[src/hw/dcc_defs.svh]
`ifndef DCC_DEFS_SVH
`define DCC_DEFS_SVH

// ----------------------------------------------------------------------
// register byte offsets (decoded on haddr[7:0])
// ----------------------------------------------------------------------
`define DCC_OFS_CTRL      8'h00
`define DCC_OFS_IRQ_REQ2  8'h04
`define DCC_OFS_IRQ_EN2   8'h08
`define DCC_OFS_IRQ_MAIN  8'h0C
`define DCC_OFS_PORT_DIR  8'h10
`define DCC_OFS_PORT_DATA 8'h14
`define DCC_OFS_CONV_CTL1 8'h18
`define DCC_OFS_PORT_LAT  8'h1C

// ----------------------------------------------------------------------
// field positions
// ----------------------------------------------------------------------
`define DCC_BIT_CMP2_RES  7
`define DCC_BIT_CMP1_RES  6
`define DCC_BIT_CMP2_INV  5
`define DCC_BIT_CMP1_INV  4
`define DCC_BIT_IN_SWITCH 3
`define DCC_BIT_IRQ_FLAG  6
`define DCC_BIT_IRQ_EN    6
`define DCC_BIT_GLOBAL_EN 7
`define DCC_BIT_PERIPH_EN 6

// ----------------------------------------------------------------------
// mode codes and reset values
// ----------------------------------------------------------------------
`define DCC_MODE_MUX4     3'h6
`define DCC_MODE_OFF      3'h7
`define DCC_CTRL_RST      6'h07
`define DCC_DIR_RST       6'h3F
`define DCC_PCFG_RST      4'h0
`define DCC_LAT_RST       6'h00
`define DCC_HTRANS_NONSEQ 2'h2

`endif

[src/hw/dcc_pkg.sv]
package dcc_pkg;

  // --------------------------------------------------------------------
  // input source selectors for one comparator input
  // --------------------------------------------------------------------
  typedef enum logic [2:0] {
    DCC_SRC_IN0  = 3'h0,  // analog input 0
    DCC_SRC_IN1  = 3'h1,  // analog input 1
    DCC_SRC_IN2  = 3'h2,  // analog input 2
    DCC_SRC_IN3  = 3'h3,  // analog input 3
    DCC_SRC_VREF = 3'h4,  // internal reference
    DCC_SRC_ZERO = 3'h5   // tied low
  } dcc_src_t;

  // --------------------------------------------------------------------
  // one row of the mode table
  // --------------------------------------------------------------------
  typedef struct packed {
    logic [1:0] enable;    // comparator 2, comparator 1 powered
    logic       pin_route; // outputs drive port pins 4 and 5
    dcc_src_t   c1_pos;
    dcc_src_t   c1_neg;
    dcc_src_t   c2_pos;
    dcc_src_t   c2_neg;
  } dcc_route_t;

  typedef dcc_route_t [7:0] dcc_table_t;

  // plain default row: two independent comparators, no pin routing
  localparam dcc_route_t DCC_ROW_DEFAULT = '{
    enable: 2'h3, pin_route: 1'b0,
    c1_pos: DCC_SRC_IN3, c1_neg: DCC_SRC_IN0,
    c2_pos: DCC_SRC_IN2, c2_neg: DCC_SRC_IN1};

endpackage

[src/hw/dcc_cmp_if.sv]
`timescale 1ns/10ps
`default_nettype none

// carries comparator results between the register core and the detector
interface dcc_cmp_if;
  logic [1:0] raw;      // live comparator results, unsynchronized
  logic [1:0] stable;   // synchronized results
  logic [1:0] latched;  // copy taken at the last control access
  logic       relatch;  // one-cycle pulse: take a new copy
  logic       mismatch; // stable differs from latched

  modport core (output raw, output relatch, input stable, input latched, input mismatch);
  modport det  (input raw, input relatch, output stable, output latched, output mismatch);
endinterface

`default_nettype wire

[src/hw/dcc_top.sv]
`timescale 1ns/10ps
`default_nettype none
`include "dcc_defs.svh"

module dcc_top #(
  parameter int                  AW          = 8,
  parameter dcc_pkg::dcc_table_t MODE_TABLE  = {8{dcc_pkg::DCC_ROW_DEFAULT}}
) (
  input  wire logic          SYS_CLK,
  input  wire logic          RESET,
  input  wire logic          HSEL,
  input  wire logic [31:0]   HADDR,
  input  wire logic [1:0]    HTRANS,
  input  wire logic          HWRITE,
  input  wire logic [2:0]    HSIZE,
  input  wire logic [31:0]   HWDATA,
  input  wire logic          HREADY,
  output logic      [31:0]   HRDATA,
  output logic               HREADYOUT,
  output logic               HRESP,
  input  wire logic [AW-1:0] ANALOG_IN0,
  input  wire logic [AW-1:0] ANALOG_IN1,
  input  wire logic [AW-1:0] ANALOG_IN2,
  input  wire logic [AW-1:0] ANALOG_IN3,
  input  wire logic [AW-1:0] VREF_LEVEL,
  input  wire logic [5:0]    PORT_IN,
  output logic      [5:0]    PORT_OUT,
  output logic      [5:0]    PORT_OE,
  input  wire logic          SLEEP,
  output logic               IRQ,
  output logic               WAKE
);
  import dcc_pkg::*;

  // --------------------------------------------------------------------
  // elaboration check
  // --------------------------------------------------------------------
  if (AW < 2 || AW > 16) begin : g_bad_aw
    $error("AW must lie between 2 and 16");
  end

  dcc_cmp_if cmp ();  // link to the change detector

  // --------------------------------------------------------------------
  // registers
  // --------------------------------------------------------------------
  logic [5:0]  ctrl_q;      // invert, switch, mode
  logic        flag_q;      // comparator interrupt flag
  logic        irq_en_q;    // comparator interrupt enable
  logic        global_en_q; // global enable
  logic        periph_en_q; // peripheral enable
  logic [5:0]  dir_q;       // port direction, 1 = input
  logic [3:0]  pcfg_q;      // port analog configuration
  logic [5:0]  lat_q;       // port output latch
  logic [31:0] hrdata_q;    // read data for the data phase
  logic        wr_q;        // write data phase pending
  logic [7:0]  waddr_q;     // address of that write
  logic [5:0]  pin_a_q;     // pin synchronizer stage 1
  logic [5:0]  pin_b_q;     // stage 2
  logic [5:0]  pin_c_q;     // stage 3
  logic [5:0]  pin_q;       // accepted pin levels

  wire  [2:0]  mode   = ctrl_q[2:0];
  wire         in_sw  = ctrl_q[`DCC_BIT_IN_SWITCH];
  wire  [1:0]  inv    = ctrl_q[`DCC_BIT_CMP2_INV:`DCC_BIT_CMP1_INV];

  // --------------------------------------------------------------------
  // bus decode
  // --------------------------------------------------------------------
  logic       addr_ok;  // address phase accepted
  logic [7:0] aofs;     // byte offset of the address phase
  logic       rd_ctrl;  // control read in this address phase
  logic       wr_ctrl;  // control write in this data phase
  logic       wr_flag;  // flag register write in this data phase

  assign addr_ok = HSEL && HTRANS[1] && HREADY;
  assign aofs    = HADDR[7:0];
  assign rd_ctrl = addr_ok && !HWRITE && (aofs == `DCC_OFS_CTRL);
  assign wr_ctrl = wr_q && (waddr_q == `DCC_OFS_CTRL);
  assign wr_flag = wr_q && (waddr_q == `DCC_OFS_IRQ_REQ2);

  // zero-wait slave, always OKAY
  assign HREADYOUT = 1'b1;
  assign HRESP     = 1'b0;
  assign HRDATA    = hrdata_q;

  // capture write address for the following data phase
  always_ff @(posedge SYS_CLK) begin
    if (RESET) begin
      wr_q    <= 1'b0;
      waddr_q <= 8'h00;
    end else if (HREADY) begin
      wr_q    <= addr_ok && HWRITE;
      waddr_q <= aofs;
    end
  end

  // --------------------------------------------------------------------
  // mode routing and comparators
  // --------------------------------------------------------------------
  dcc_route_t row;       // active routing
  logic [1:0] gt;        // positive above negative
  logic [1:0] res;       // post-inversion results

  function automatic logic [AW-1:0] pick(input dcc_src_t s, input logic vref_ok);
    case (s)
      DCC_SRC_IN0:  pick = ANALOG_IN0;
      DCC_SRC_IN1:  pick = ANALOG_IN1;
      DCC_SRC_IN2:  pick = ANALOG_IN2;
      DCC_SRC_IN3:  pick = ANALOG_IN3;
      DCC_SRC_VREF: pick = vref_ok ? VREF_LEVEL : '0;
      default:      pick = '0;
    endcase
  endfunction

  // select one of eight configurations
  always_comb begin
    row = MODE_TABLE[mode];
    if (mode == `DCC_MODE_MUX4) begin
      // reference on both positive inputs, switch picks negatives
      row.enable    = 2'h3;
      row.pin_route = 1'b0;
      row.c1_pos    = DCC_SRC_VREF;
      row.c2_pos    = DCC_SRC_VREF;
      row.c1_neg    = in_sw ? DCC_SRC_IN3 : DCC_SRC_IN0;
      row.c2_neg    = in_sw ? DCC_SRC_IN2 : DCC_SRC_IN1;
    end else if (mode == `DCC_MODE_OFF) begin
      // both comparators off
      row.enable    = 2'h0;
      row.pin_route = 1'b0;
    end
  end

  // compare and invert; runs regardless of SLEEP
  always_comb begin
    gt[0]  = pick(row.c1_pos, mode == `DCC_MODE_MUX4) > pick(row.c1_neg, 1'b0);
    gt[1]  = pick(row.c2_pos, mode == `DCC_MODE_MUX4) > pick(row.c2_neg, 1'b0);
    res    = row.enable & (gt ^ inv);
  end

  assign cmp.raw     = res;
  assign cmp.relatch = rd_ctrl || wr_ctrl;

  dcc_change_detect u_det (
    .SYS_CLK (SYS_CLK),
    .RESET   (RESET),
    .cmp     (cmp)
  );

  // --------------------------------------------------------------------
  // control register
  // --------------------------------------------------------------------
  // result bits are not stored, so writes to them vanish
  always_ff @(posedge SYS_CLK) begin
    if (RESET) begin
      ctrl_q <= `DCC_CTRL_RST;
    end else if (wr_ctrl) begin
      ctrl_q <= HWDATA[5:0];
    end
  end

  // --------------------------------------------------------------------
  // interrupt flag and enables
  // --------------------------------------------------------------------
  // mismatch set wins over a software clear
  always_ff @(posedge SYS_CLK) begin
    if (RESET) begin
      flag_q <= 1'b0;
    end else if (cmp.mismatch) begin
      flag_q <= 1'b1;
    end else if (wr_flag) begin
      flag_q <= HWDATA[`DCC_BIT_IRQ_FLAG];
    end
  end

  // enable bits
  always_ff @(posedge SYS_CLK) begin
    if (RESET) begin
      irq_en_q    <= 1'b0;
      global_en_q <= 1'b0;
      periph_en_q <= 1'b0;
    end else if (wr_q) begin
      if (waddr_q == `DCC_OFS_IRQ_EN2) begin
        irq_en_q <= HWDATA[`DCC_BIT_IRQ_EN];
      end
      if (waddr_q == `DCC_OFS_IRQ_MAIN) begin
        global_en_q <= HWDATA[`DCC_BIT_GLOBAL_EN];
        periph_en_q <= HWDATA[`DCC_BIT_PERIPH_EN];
      end
    end
  end

  // request needs all three enables
  assign IRQ  = flag_q && irq_en_q && periph_en_q && global_en_q;
  // wake needs only the comparator enable, and only while asleep
  assign WAKE = SLEEP && flag_q && irq_en_q;

  // --------------------------------------------------------------------
  // port registers
  // --------------------------------------------------------------------
  always_ff @(posedge SYS_CLK) begin
    if (RESET) begin
      dir_q  <= `DCC_DIR_RST;
      pcfg_q <= `DCC_PCFG_RST;
      lat_q  <= `DCC_LAT_RST;
    end else if (wr_q) begin
      if (waddr_q == `DCC_OFS_PORT_DIR) begin
        dir_q <= HWDATA[5:0];
      end
      if (waddr_q == `DCC_OFS_CONV_CTL1) begin
        pcfg_q <= HWDATA[3:0];
      end
      if (waddr_q == `DCC_OFS_PORT_LAT) begin
        lat_q <= HWDATA[5:0];
      end
    end
  end

  // analog pins 0..3 follow the config field, not the mode
  logic [3:0] analog_pin;
  always_comb begin
    for (int i = 0; i < 4; i++) begin
      analog_pin[i] = (pcfg_q < 4'(15 - i));
    end
  end

  // pin input synchronizer, change counts when stages two and three agree
  always_ff @(posedge SYS_CLK) begin
    if (RESET) begin
      pin_a_q <= 6'h00;
      pin_b_q <= 6'h00;
      pin_c_q <= 6'h00;
      pin_q   <= 6'h00;
    end else begin
      pin_a_q <= PORT_IN;
      pin_b_q <= pin_a_q;
      pin_c_q <= pin_b_q;
      pin_q   <= (pin_b_q & ~(pin_b_q ^ pin_c_q)) | (pin_q & (pin_b_q ^ pin_c_q));
    end
  end

  // pins 4,5 from raw results, still gated by direction
  assign PORT_OUT = row.pin_route ? {res[1], res[0], lat_q[3:0]} : lat_q;
  assign PORT_OE  = ~dir_q;

  // --------------------------------------------------------------------
  // read data, captured in the address phase
  // --------------------------------------------------------------------
  always_ff @(posedge SYS_CLK) begin
    if (RESET) begin
      hrdata_q <= 32'h00000000;
    end else if (addr_ok && !HWRITE) begin
      case (aofs)
        `DCC_OFS_CTRL:      hrdata_q <= {24'h000000, cmp.stable, ctrl_q};
        `DCC_OFS_IRQ_REQ2:  hrdata_q <= {24'h000000, 1'b0, flag_q, 6'h00};
        `DCC_OFS_IRQ_EN2:   hrdata_q <= {24'h000000, 1'b0, irq_en_q, 6'h00};
        `DCC_OFS_IRQ_MAIN:  hrdata_q <= {24'h000000, global_en_q, periph_en_q, 6'h00};
        `DCC_OFS_PORT_DIR:  hrdata_q <= {26'h0000000, dir_q};
        `DCC_OFS_PORT_DATA: hrdata_q <= {26'h0000000, pin_q[5:4],
                                         pin_q[3:0] & ~analog_pin};
        `DCC_OFS_CONV_CTL1: hrdata_q <= {28'h0000000, pcfg_q};
        `DCC_OFS_PORT_LAT:  hrdata_q <= {26'h0000000, lat_q};
        default:            hrdata_q <= 32'h00000000;
      endcase
    end
  end
endmodule

`default_nettype wire

[src/hw/dcc_change_detect.sv]
`timescale 1ns/10ps
`default_nettype none

module dcc_change_detect (
  input  wire logic SYS_CLK,
  input  wire logic RESET,
  dcc_cmp_if.det    cmp
);
  import dcc_pkg::*;

  logic [1:0] s1_q;       // first synchronizer stage
  logic [1:0] s2_q;       // second stage
  logic [1:0] s3_q;       // third stage
  logic [1:0] stable_q;   // accepted value
  logic [1:0] latched_q;  // copy for mismatch

  // --------------------------------------------------------------------
  // synchronizer: a change counts once stages two and three agree
  // --------------------------------------------------------------------
  always_ff @(posedge SYS_CLK) begin
    if (RESET) begin
      s1_q <= 2'h0;
      s2_q <= 2'h0;
      s3_q <= 2'h0;
    end else begin
      s1_q <= cmp.raw;
      s2_q <= s1_q;
      s3_q <= s2_q;
    end
  end

  // accept per bit when the later stages agree
  always_ff @(posedge SYS_CLK) begin
    if (RESET) begin
      stable_q <= 2'h0;
    end else begin
      stable_q <= (s2_q & ~(s2_q ^ s3_q)) | (stable_q & (s2_q ^ s3_q));
    end
  end

  // copy taken on every control access
  always_ff @(posedge SYS_CLK) begin
    if (RESET) begin
      latched_q <= 2'h0;
    end else if (cmp.relatch) begin
      latched_q <= stable_q;
    end
  end

  assign cmp.stable   = stable_q;
  assign cmp.latched  = latched_q;
  assign cmp.mismatch = (stable_q != latched_q);
endmodule

`default_nettype wire

[config.mk]
export PLATFORM = sky130hd
export DESIGN_NAME = dcc_top
export DESIGN_NICKNAME = d
export VERILOG_FILES = /design/src/hw/dcc_pkg.sv /design/src/hw/dcc_cmp_if.sv /design/src/hw/dcc_top.sv /design/src/hw/dcc_change_detect.sv
export VERILOG_INCLUDE_DIRS = /design/src /design/src/hw
export SDC_FILE = /design/constraint.sdc
export NUM_CORES = 1
export LEC_CHECK = 0
export ABC_AREA = 1
export BUFFER_PORTS_ARGS = -buffer_cell sky130_fd_sc_hd__buf_2
export CORE_ASPECT_RATIO = 1.2
export CORE_MARGIN = 2
export CORE_UTILIZATION = 48
export DETAILED_ROUTE_END_ITERATION = 8
export PLACE_DENSITY = 0.92
export SYNTH_ARGS = -nofsm -noshare
export SYNTH_HDL_FRONTEND = slang
export SYNTH_SLANG_ARGS = --single-unit
[constraint.sdc]
create_clock -name SYS_CLK -period 2.65 [get_ports SYS_CLK]
set_input_delay 0.53 -clock SYS_CLK [delete_from_list [all_inputs] [get_ports SYS_CLK]]
set_output_delay 0.53 -clock SYS_CLK [all_outputs]
set_load 0.03 [all_outputs]
-- Yosys cells after proc, flatten, opt, wreduce, memory -nomap -nowiden
Memories as Yosys holds them, arrays and structs flattened. A register that Yosys moved wholly into a read port is not among the register bits.
Cells that the tools add are included.
- order comparisons: 7
- eq/ne operators: 30
- multiplexer cells: 17
- bitwise logic cells: 15
- reductions and logical operators: 26
- operators with widths (kind ; number):
    8-bit case mux with 5 select lines ; 2
    8-bit case mux with 4 select lines ; 2
    8-bit case mux with 8 select lines ; 1
    8-bit by 5-bit equality test with 1-bit output (second input constant) ; 7
    8-bit by 4-bit equality test with 1-bit output (second input constant) ; 4
    3-bit by 2-bit equality test with 1-bit output (second input constant) ; 8
    8-bit by 3-bit equality test with 1-bit output (second input constant) ; 2
    8-bit > comparator ; 2
    8-bit zero test ; 2
    4-bit less-than comparator (second input constant) ; 4
    15-bit 2-to-1 mux ; 1
    6-bit bitwise AND ; 2
    3-bit by 1-bit equality test with 1-bit output (second input constant) ; 4
    3-bit equality test (second input constant) ; 4
    1-bit logical AND ; 12
    3-bit zero test ; 4
    12-bit 2-to-1 mux ; 1
    3-bit 2-to-1 mux ; 4
    6-bit inverter ; 2
    2-bit AND reduction ; 5
    8-bit 2-to-1 mux ; 1
    2-bit bitwise AND ; 3
    6-bit 2-to-1 mux ; 1
    6-bit OR ; 1
    13 further kinds ; 16
- register bits: 101
- memory bits (read-only): 120
- bits of input ports: 121
- output and inout port bits: 48
- logic and storage cells: 116
- memories: 1
- memory list (memory ; words ; width ; read ports ; clocked after memory_dff ; write ports ; line ; source):
    (no name shown) ; 8 ; 15 ; 1 ; 1 ; 0 ; dcc_top.sv:118 ; row = MODE_TABLE[mode];

-- Logic depth before layout (Yosys ltp)
Gate-level depths: netlist of run 1.
- depth in word-level cells: 9
- depth in mapped cells: 17

-- Hierarchy
Synthesis of run 1 repeated with hierarchy kept, for this count alone.
- cell total of the unflattened synthesis: 581
- area total of the unflattened synthesis: 4134.0 sq um
- modules (own cells, without submodules) (module ; times used ; cells each ; area each (sq um) ; seq. area each (sq um)):
    dcc_top ; 1 ; 538 ; 3797.4 ; 1341.3
    dcc_change_detect ; 1 ; 43 ; 336.6 ; 200.2

-- Worst setup path after synthesis of run 1
No wires, ideal clock.
- path kind: reg-to-reg
- from: register ctrl_q[1]
- to: register u_det.s1_q[0]
- arrival time: 1.791 ns
- data required time: 2.538 ns
- setup slack: 0.747 ns
- cell stages (with the launch flop): 16
- clock period less this slack: 1.903 ns
- path through: dfxtp_1 > nand3_2 > inv_2 > nand2_4 > buf_2 > a21oi_1 > ha_1 > nand2_1 > inv_1 > nor2_1 > o21a_1 > nand2_1 > nand2_1 > nand2_1 > nand2_1 > nor2_1
- word-level cells in the longest chain between the ends: 7
- elaborated cells on any way between the ends: 20
- ends and longest elaborated chain (element ; line ; source):
    from (decl) ; dcc_top.sv:47 ; logic [5:0] ctrl_q;
    from (signal assigned) ; dcc_top.sv:156 ; ctrl_q <= `DCC_CTRL_RST;
    from (signal assigned) ; dcc_top.sv:158 ; ctrl_q <= HWDATA[5:0];
    3-bit equality test (no line) ; -- ;
    12-bit 2-to-1 mux ; dcc_top.sv:119 ; if (mode == `DCC_MODE_MUX4) begin
    3-bit equality test, or another cell as far along ; dcc_top.sv:106 ; case (s)
    8-bit case mux with 5 select lines or 8-bit case mux with 4 select lines (tied branches) ; dcc_top.sv:106 ;
    8-bit > comparator ; dcc_top.sv:136 ; gt[0] = pick(row.c1_pos, mode == `DCC_MODE_MUX4) > pick(row.c1_neg, 1'b0);
    2-bit XOR ; dcc_top.sv:138 ; res = row.enable & (gt ^ inv);
    2-bit bitwise AND * ; dcc_top.sv:138 ;
    to (signal assigned) ; dcc_change_detect.sv:26 ; s1_q <= cmp.raw;
    to (decl) ; dcc_change_detect.sv:11 ; logic [1:0] s1_q;
Every way passes the cells marked *; elsewhere a longest branch is shown, timed or not.
A chain may end at the register's enable or synchronous reset.

-- Final worst setup path of run 1
- from: register ctrl_q[0]
- to: register u_det.s1_q[0]
Same word-level chain as after synthesis.

==> metrics.csv, run 1 <==
metric;value;unit
RSZ-0062 raised after global routing;false;
Chip Width;87.8;µm
postcts setup bufs;0;
CTS Buf Count;9;
Tmin final;2140;ps
outcome;finished, final reports clean;
clock slew at reported path FFs;90;ps
CP Class;flip-flop to flip-flop;
vias;3885;
via/cell ratio;5.03;
PwrDens;523;mW/mm²
placed cells;756;
CP required;2900;ps
First-pass DRT Iterations;5;
fill cell count;755;
sequential area share after synthesis;38.1;%
FMAX;0.466;GHz
commonest non-fill, non-tap cells in the layout;nand2_1, buf_2, dfxtp_1, inv_1, nor2_1;
worst hold-check path type;input port to flip-flop;
CP endpoint kind;flip-flop;
final setup fails;0;
fraction of layout cells with a size suffix above 1;19.3;%
Worst Path Arrival;2400;ps
synthesized flop and latch total;77;
post-synth top area cell;dfxtp_1;
setup slack at placement;498;ps
Initial Util;49.6;%
Post-DRT Antenna Nets;0;
synthesized cell area;0.00404;mm²
Max Slew Vio Count;0;
port buffer count;90;
initial drt markers;151;
Mapped Cells;568;
Final Skew;11.6;ps
DP HPWL;7.17;mm
Worst IR Drop VDD;452;µV
final hold violation count;0;
Syn Area/Cell;7.12;µm²
Ys Warns;0;
Final #Nets;790;
Area Overhead vs Synth;15.6;%
Startpoint Class;flip-flop;
worst hold slack;377;ps
WL per Instance;12.0;µm
CTS HTree Levels;3;
ant diodes;0;
largest net degree at the start of global routing;42;
TritonCTS sink count;77;
first-pass GRT wire length;14.9;mm
worst-margin pin slew;580;ps
Rel. slew slack;61.2;%
worst setup margin;506;ps
clk_lat worst skew;350;ps
CTS tree;built;
Cell Count, Final, Fillers Out;772;
Leak;2.41;nW
Root Buffer;clkbuf_8;
Netlist cell types;30;
synth top area cells;dfxtp_1, nand2_1, inv_1, a21oi_1, nor2_1;
Fin Setup TNS;0;ps
Final Cycle Share;80.9;%
CTS Buffer Depth;2;
Die H;105;µm
DRC viols;0;
total track usage;20.3;%
Core Rows;36;
vias in the first global route;3546;
Final Wtd Congestion;0.841;
Routed WL;9.30;mm
top-area cell type share of the netlist area;38.1;%
# IOs;169;
Crit Path Max Fanout;25;
# resized after CTS;0;
GRT overflow;0;
Die Area;0.00917;mm²
max cap viols;0;
most common cell after layout, fill and taps aside;nand2_1;
initial antenna violation count;0;
CORE AREA;0.00815;mm²
quantity of hold-fixing buffers added after cts;0;
==> final timing paths <==
path,from,to,slack [ps],cells past startpoint
max,ctrl_q[0],u_det.s1_q[0],510,16
min,PORT_IN[4],pin_a_q[4],380,3
max reg2reg,ctrl_q[0],u_det.s1_q[0],510,16
min reg2reg,pin_a_q[5],pin_b_q[5],400,2
==> cells in the mapped netlist <==
cell,n
buf_4,27
nand4_2,1
conb_1,2
mux2_2,2
a21oi_1,55
nor4_4,1
ha_1,16
buf_6,4
inv_1,77
o21bai_1,4
nor2_2,4
nand3_2,2
dfxtp_1,77
o21ai_0,50
buf_2,2
or2_2,2
nor2_1,70
o211ai_1,8
o21a_1,2
nor2_4,2
nor3_1,7
clkbuf_1,9
nand2_4,1
nand2_1,91
nand4_1,5
xnor2_1,2
buf_1,1
inv_2,3
mux2i_1,5
nand3_1,36
==> per-stage QoR <==
| stage | util, % | power, mW | cell area (µm²) |
|---|---|---|---|
| 2_1_floorplan | - | 1.43 | 4130 |
| 3_3_place_gp | 54.6 | 1.48 | 4450 |
| 3_5_place_dp | 54.6 | 1.49 | 4450 |
| 4_1_cts | 57.3 | 2.45 | 4670 |
| 5_1_grt | 57.3 | 2.54 | 4670 |
| 6_report | 57.3 | 2.44 | 4670 |
==> routing by layer <==
| layer | routed length (µm) | GRT usage, % |
|---|---|---|
| met5 | 0 | 0 |
| met4 | 286 | 8.46 |
| met3 | 644 | 4.29 |
| met2 | 4720 | 37.2 |
| met1 | 3650 | 21.8 |
==> cell families after synthesis <==
| kind of cell | count (synthesis) | share of synthesized area (%) |
|---|---|---|
| and+or+nand+nor | 222 | 24.1 |
| DFF | 77 | 38.1 |
| other | 2 | 0.186 |
| AOI/OAI and AO/OA | 119 | 15.6 |
| xor gates and xnor gates | 2 | 0.434 |
| adders and majority gates | 16 | 4.95 |
| buffers and inverters | 123 | 14.7 |
| muxes | 7 | 1.80 |
==> power breakdown <==
group	total [mW]	switching, mW	leakage (nW)	internal [mW]
logic	0.276	0.181	1.68	0.0951
clock network	0.977	0.444	0.106	0.533
registers	1.19	0.0139	0.626	1.18
==> worst max-delay path: stages (launching register included) <==
cell and delay [ps]:
dfxtp_1 320, inv_1 120, nand3_2 160, inv_2 120
nand2_4 170, nor2_1 150, a21oi_1 50, ha_1 290
nand2_1 70, inv_1 30, nor2_1 150, o21a_1 140
nand2_1 60, nand2_1 60, nand2_1 50, nand2_1 60
nor2_1 40
==> cell type report <==
type,instances,area (µm²),share of cell area (%)
flip-flops and latches,77,1540,33.0
multi-input cells,392,1990,42.7
repair buffers,93,473,10.1
clock buffers,9,124,2.65
clock inverters,7,97.6,2.09
well taps,114,143,3.05
inverters,80,300,6.43
No activity file was read; power rests on OpenSTA's default activity.
==> run 2, diff against run 1 <==
CORE_UTILIZATION = 44   (was 48)
PLACE_DENSITY = 0.89   (was 0.92)
clock period = 1.75 ns   (was 2.65 ns; I/O delays follow)
==> run 2 against run 1 <==
  * The flow now finishes with violations (setup timing)
  * Non-clock buffer count grew 11
  * Cell area grew 4.1%
  * Global-route usage shrank 0.57 points
  * Sequential share of layout area shrank 1.2 points
  * Clock-buffer cell count grew 4
  * Routed wire length grew 6.1%
  * Hold slack lost 180 ps
  * Sequential power grew 52%
  * Clock power grew 24%
  * Worst setup slack lost 590 ps
  * Critical endpoint unchanged
  * Largest cell class unchanged
==> metrics.csv, run 2 (synthesis results as in run 1) <==
metric;value;unit;change
outcome;finished, violations left;;was finished, final reports clean
failing checks;setup timing;;
CP endpoint kind;flip-flop;;unchanged
Routed WL;9.87;mm;was 9.30 mm
worst hold-check path type;input port to flip-flop;;unchanged
RSZ-0062 raised after global routing;true;;was false
TritonCTS sink count;77;;unchanged
Worst Path Arrival;2090;ps;was 2400 ps
clock slew at reported path FFs;80;ps;was 90 ps
CTS Buffer Depth;2;;unchanged
DRC viols;0;;unchanged
first-pass GRT wire length;16.0;mm;was 14.9 mm
ant diodes;0;;unchanged
Worst IR Drop VDD;546;µV;was 452 µV
Root Buffer;clkbuf_8;;unchanged
Final Skew;9.48;ps;was 11.6 ps
CP Class;flip-flop to flip-flop;;unchanged
Crit path max-delay family;simple AND/OR/NAND/NOR gates;;unchanged
setup slack at placement;-229;ps;was 498 ps
Tmin final;1840;ps;was 2140 ps
via/cell ratio;4.93;;was 5.03
FMAX;0.544;GHz;was 0.466 GHz
Die H;109;µm;was 105 µm
Area Overhead vs Synth;20.4;%;was 15.6%
# IOs;169;;unchanged
Final Wtd Congestion;0.832;;was 0.841
PwrDens;710;mW/mm²;was 523 mW/mm²
Final Cycle Share;105;%;was 80.9%
CP max stage cell;dfxtp_2;;was dfxtp_1
Worst setup startpoint;ctrl_q[0];;unchanged
Worst path most repeated cell;nand2_1;;unchanged
vias in the first global route;3552;;was 3,546
quantity of hold-fixing buffers added after cts;0;;unchanged
CORE AREA;0.00899;mm²;was 0.00815 mm²
Leak;2.47;nW;was 2.41 nW
worst-path cell chain;inv_2 > nand3_4 > buf_6 > or2_4 > o21ai_1 > ha_4 > inv_2 > a21oi_2 > o21ai_1 > nand2_1 > nand2_1 > nand2_1 > nand2_1 > nand2_1 > nor2_1;;was inv_1 > nand3_2 > inv_2 > nand2_4 > nor2_1 > a21oi_1 > ha_1 > nand2_1 > inv_1 > nor2_1 > o21a_1 > nand2_1 > nand2_1 > nand2_1 > nand2_1 > nor2_1
Chip Width;91.5;µm;was 87.8 µm
CTS tree;built;;unchanged
final setup fails;2;;was 0
commonest non-fill, non-tap cells in the layout;buf_2, nand2_1, inv_1;;was nand2_1, buf_2, dfxtp_1, inv_1, nor2_1
CTS HTree Levels;3;;unchanged
CP required;2010;ps;was 2900 ps
initial drt markers;224;;was 151
Initial Util;45.0;%;was 49.6%
fraction of layout cells with a size suffix above 1;23.7;%;was 19.3%
clk_lat worst skew;350;ps;about the same
Design Area, Final;0.00486;mm²;was 0.00467 mm²
Final #Nets;803;;was 790
Crit Path Max Fanout;4;;was 25
Max Slew Vio Count;0;;unchanged
total track usage;19.7;%;was 20.3%
Fin Setup TNS;-156;ps;was 0 ps
most common cell after layout, fill and taps aside;buf_2;;was nand2_1
worst setup margin;-88.8;ps;was 506 ps
worst path buffer plus inverter count;3;;unchanged
Min-Delay Startpoint;PORT_IN[2];;was PORT_IN[4]
peak per-stage delay on the critical path;330;ps;was 320 ps
WL per Instance;12.5;µm;was 12.0 µm
worst hold slack;197;ps;was 377 ps
Post-DRT Antenna Nets;0;;unchanged
GRT overflow;0;;unchanged
largest net degree at the start of global routing;42;;unchanged
Design Power;3.46;mW;was 2.44 mW
Die Area;0.00997;mm²;was 0.00917 mm²
CTS Buf Count;9;;unchanged
max cap viols;0;;unchanged
placed inst area;0.00454;mm²;was 0.00445 mm²
worst r2r src;ctrl_q[0];;unchanged
DP HPWL;7.07;mm;was 7.17 mm
vias;3903;;was 3,885
Core Rows;38;;was 36
port buffer count;90;;unchanged
initial antenna violation count;0;;unchanged
Startpoint Class;flip-flop;;unchanged
final hold violation count;0;;unchanged
First-pass DRT Iterations;5;;unchanged
==> run 2: cell count changes in the layout (fill, tap and decap cells not counted), sizes merged <==
cell	previous run	this run
buf	93	104
bufinv	2	0
clkbuf	9	13
clkinv	2	1
inv	81	80
nand2	92	94
==> run 2: area by class of cell <==
cell class                 instances  area (µm²)
multi-input combinational        394        2110
sequential                        77        1550
timing repair buffer             104         567
clock buffer                      13         159
inverter                          80         308
fill                             874        4120
tap                              120         150
clock inverter                     3        20.0
==> run 2: final timing paths <==
check        slack [ps]  cells after the start             to
max                 -90                     15  u_det.s1_q[0]
min                 200                      3     pin_a_q[2]
max reg2reg         -90                     15  u_det.s1_q[0]
min reg2reg         400                      2     pin_b_q[2]
==> run 2: power breakdown <==
part / leakage (nW) / internal (mW) / total (mW) / switching, mW
clock: 0.0857 / 0.591 / 1.21 / 0.616
sequential: 0.625 / 1.78 / 1.81 / 0.0224
combinational: 1.76 / 0.156 / 0.442 / 0.286
total: 2.47 / 2.53 / 3.46 / 0.925
==> run 2: worst min-delay path: stages <==
cell,delay (ps)
buf_2,70
inv_1,30
nor2_1,60
==> run 2: stage by stage <==
stage,cells,util (%)
floorplan,592,-
global placement,771,50.5
detailed placement,771,50.5
CTS,790,53.5
global route,791,54.1
finish,791,54.1
==> run 2: layer usage <==
layer | share of wire [%] | track usage, % | vias to the layer above
li1 | - | - | 1988
met4 | 1.7 | 7.68 | 0
met1 | 40 | 22.7 | 1746
met5 | 0 | 0 | -
met3 | 6.5 | 3.59 | 17
met2 | 51 | 36.2 | 152
==> run 2: repair_timing <==
action,4_1_cts,5_1_grt
cloned,2,0
setup endpoints to repair,2,2
resized for setup,24,13
pin swaps,3,5
buffers inserted,1,1
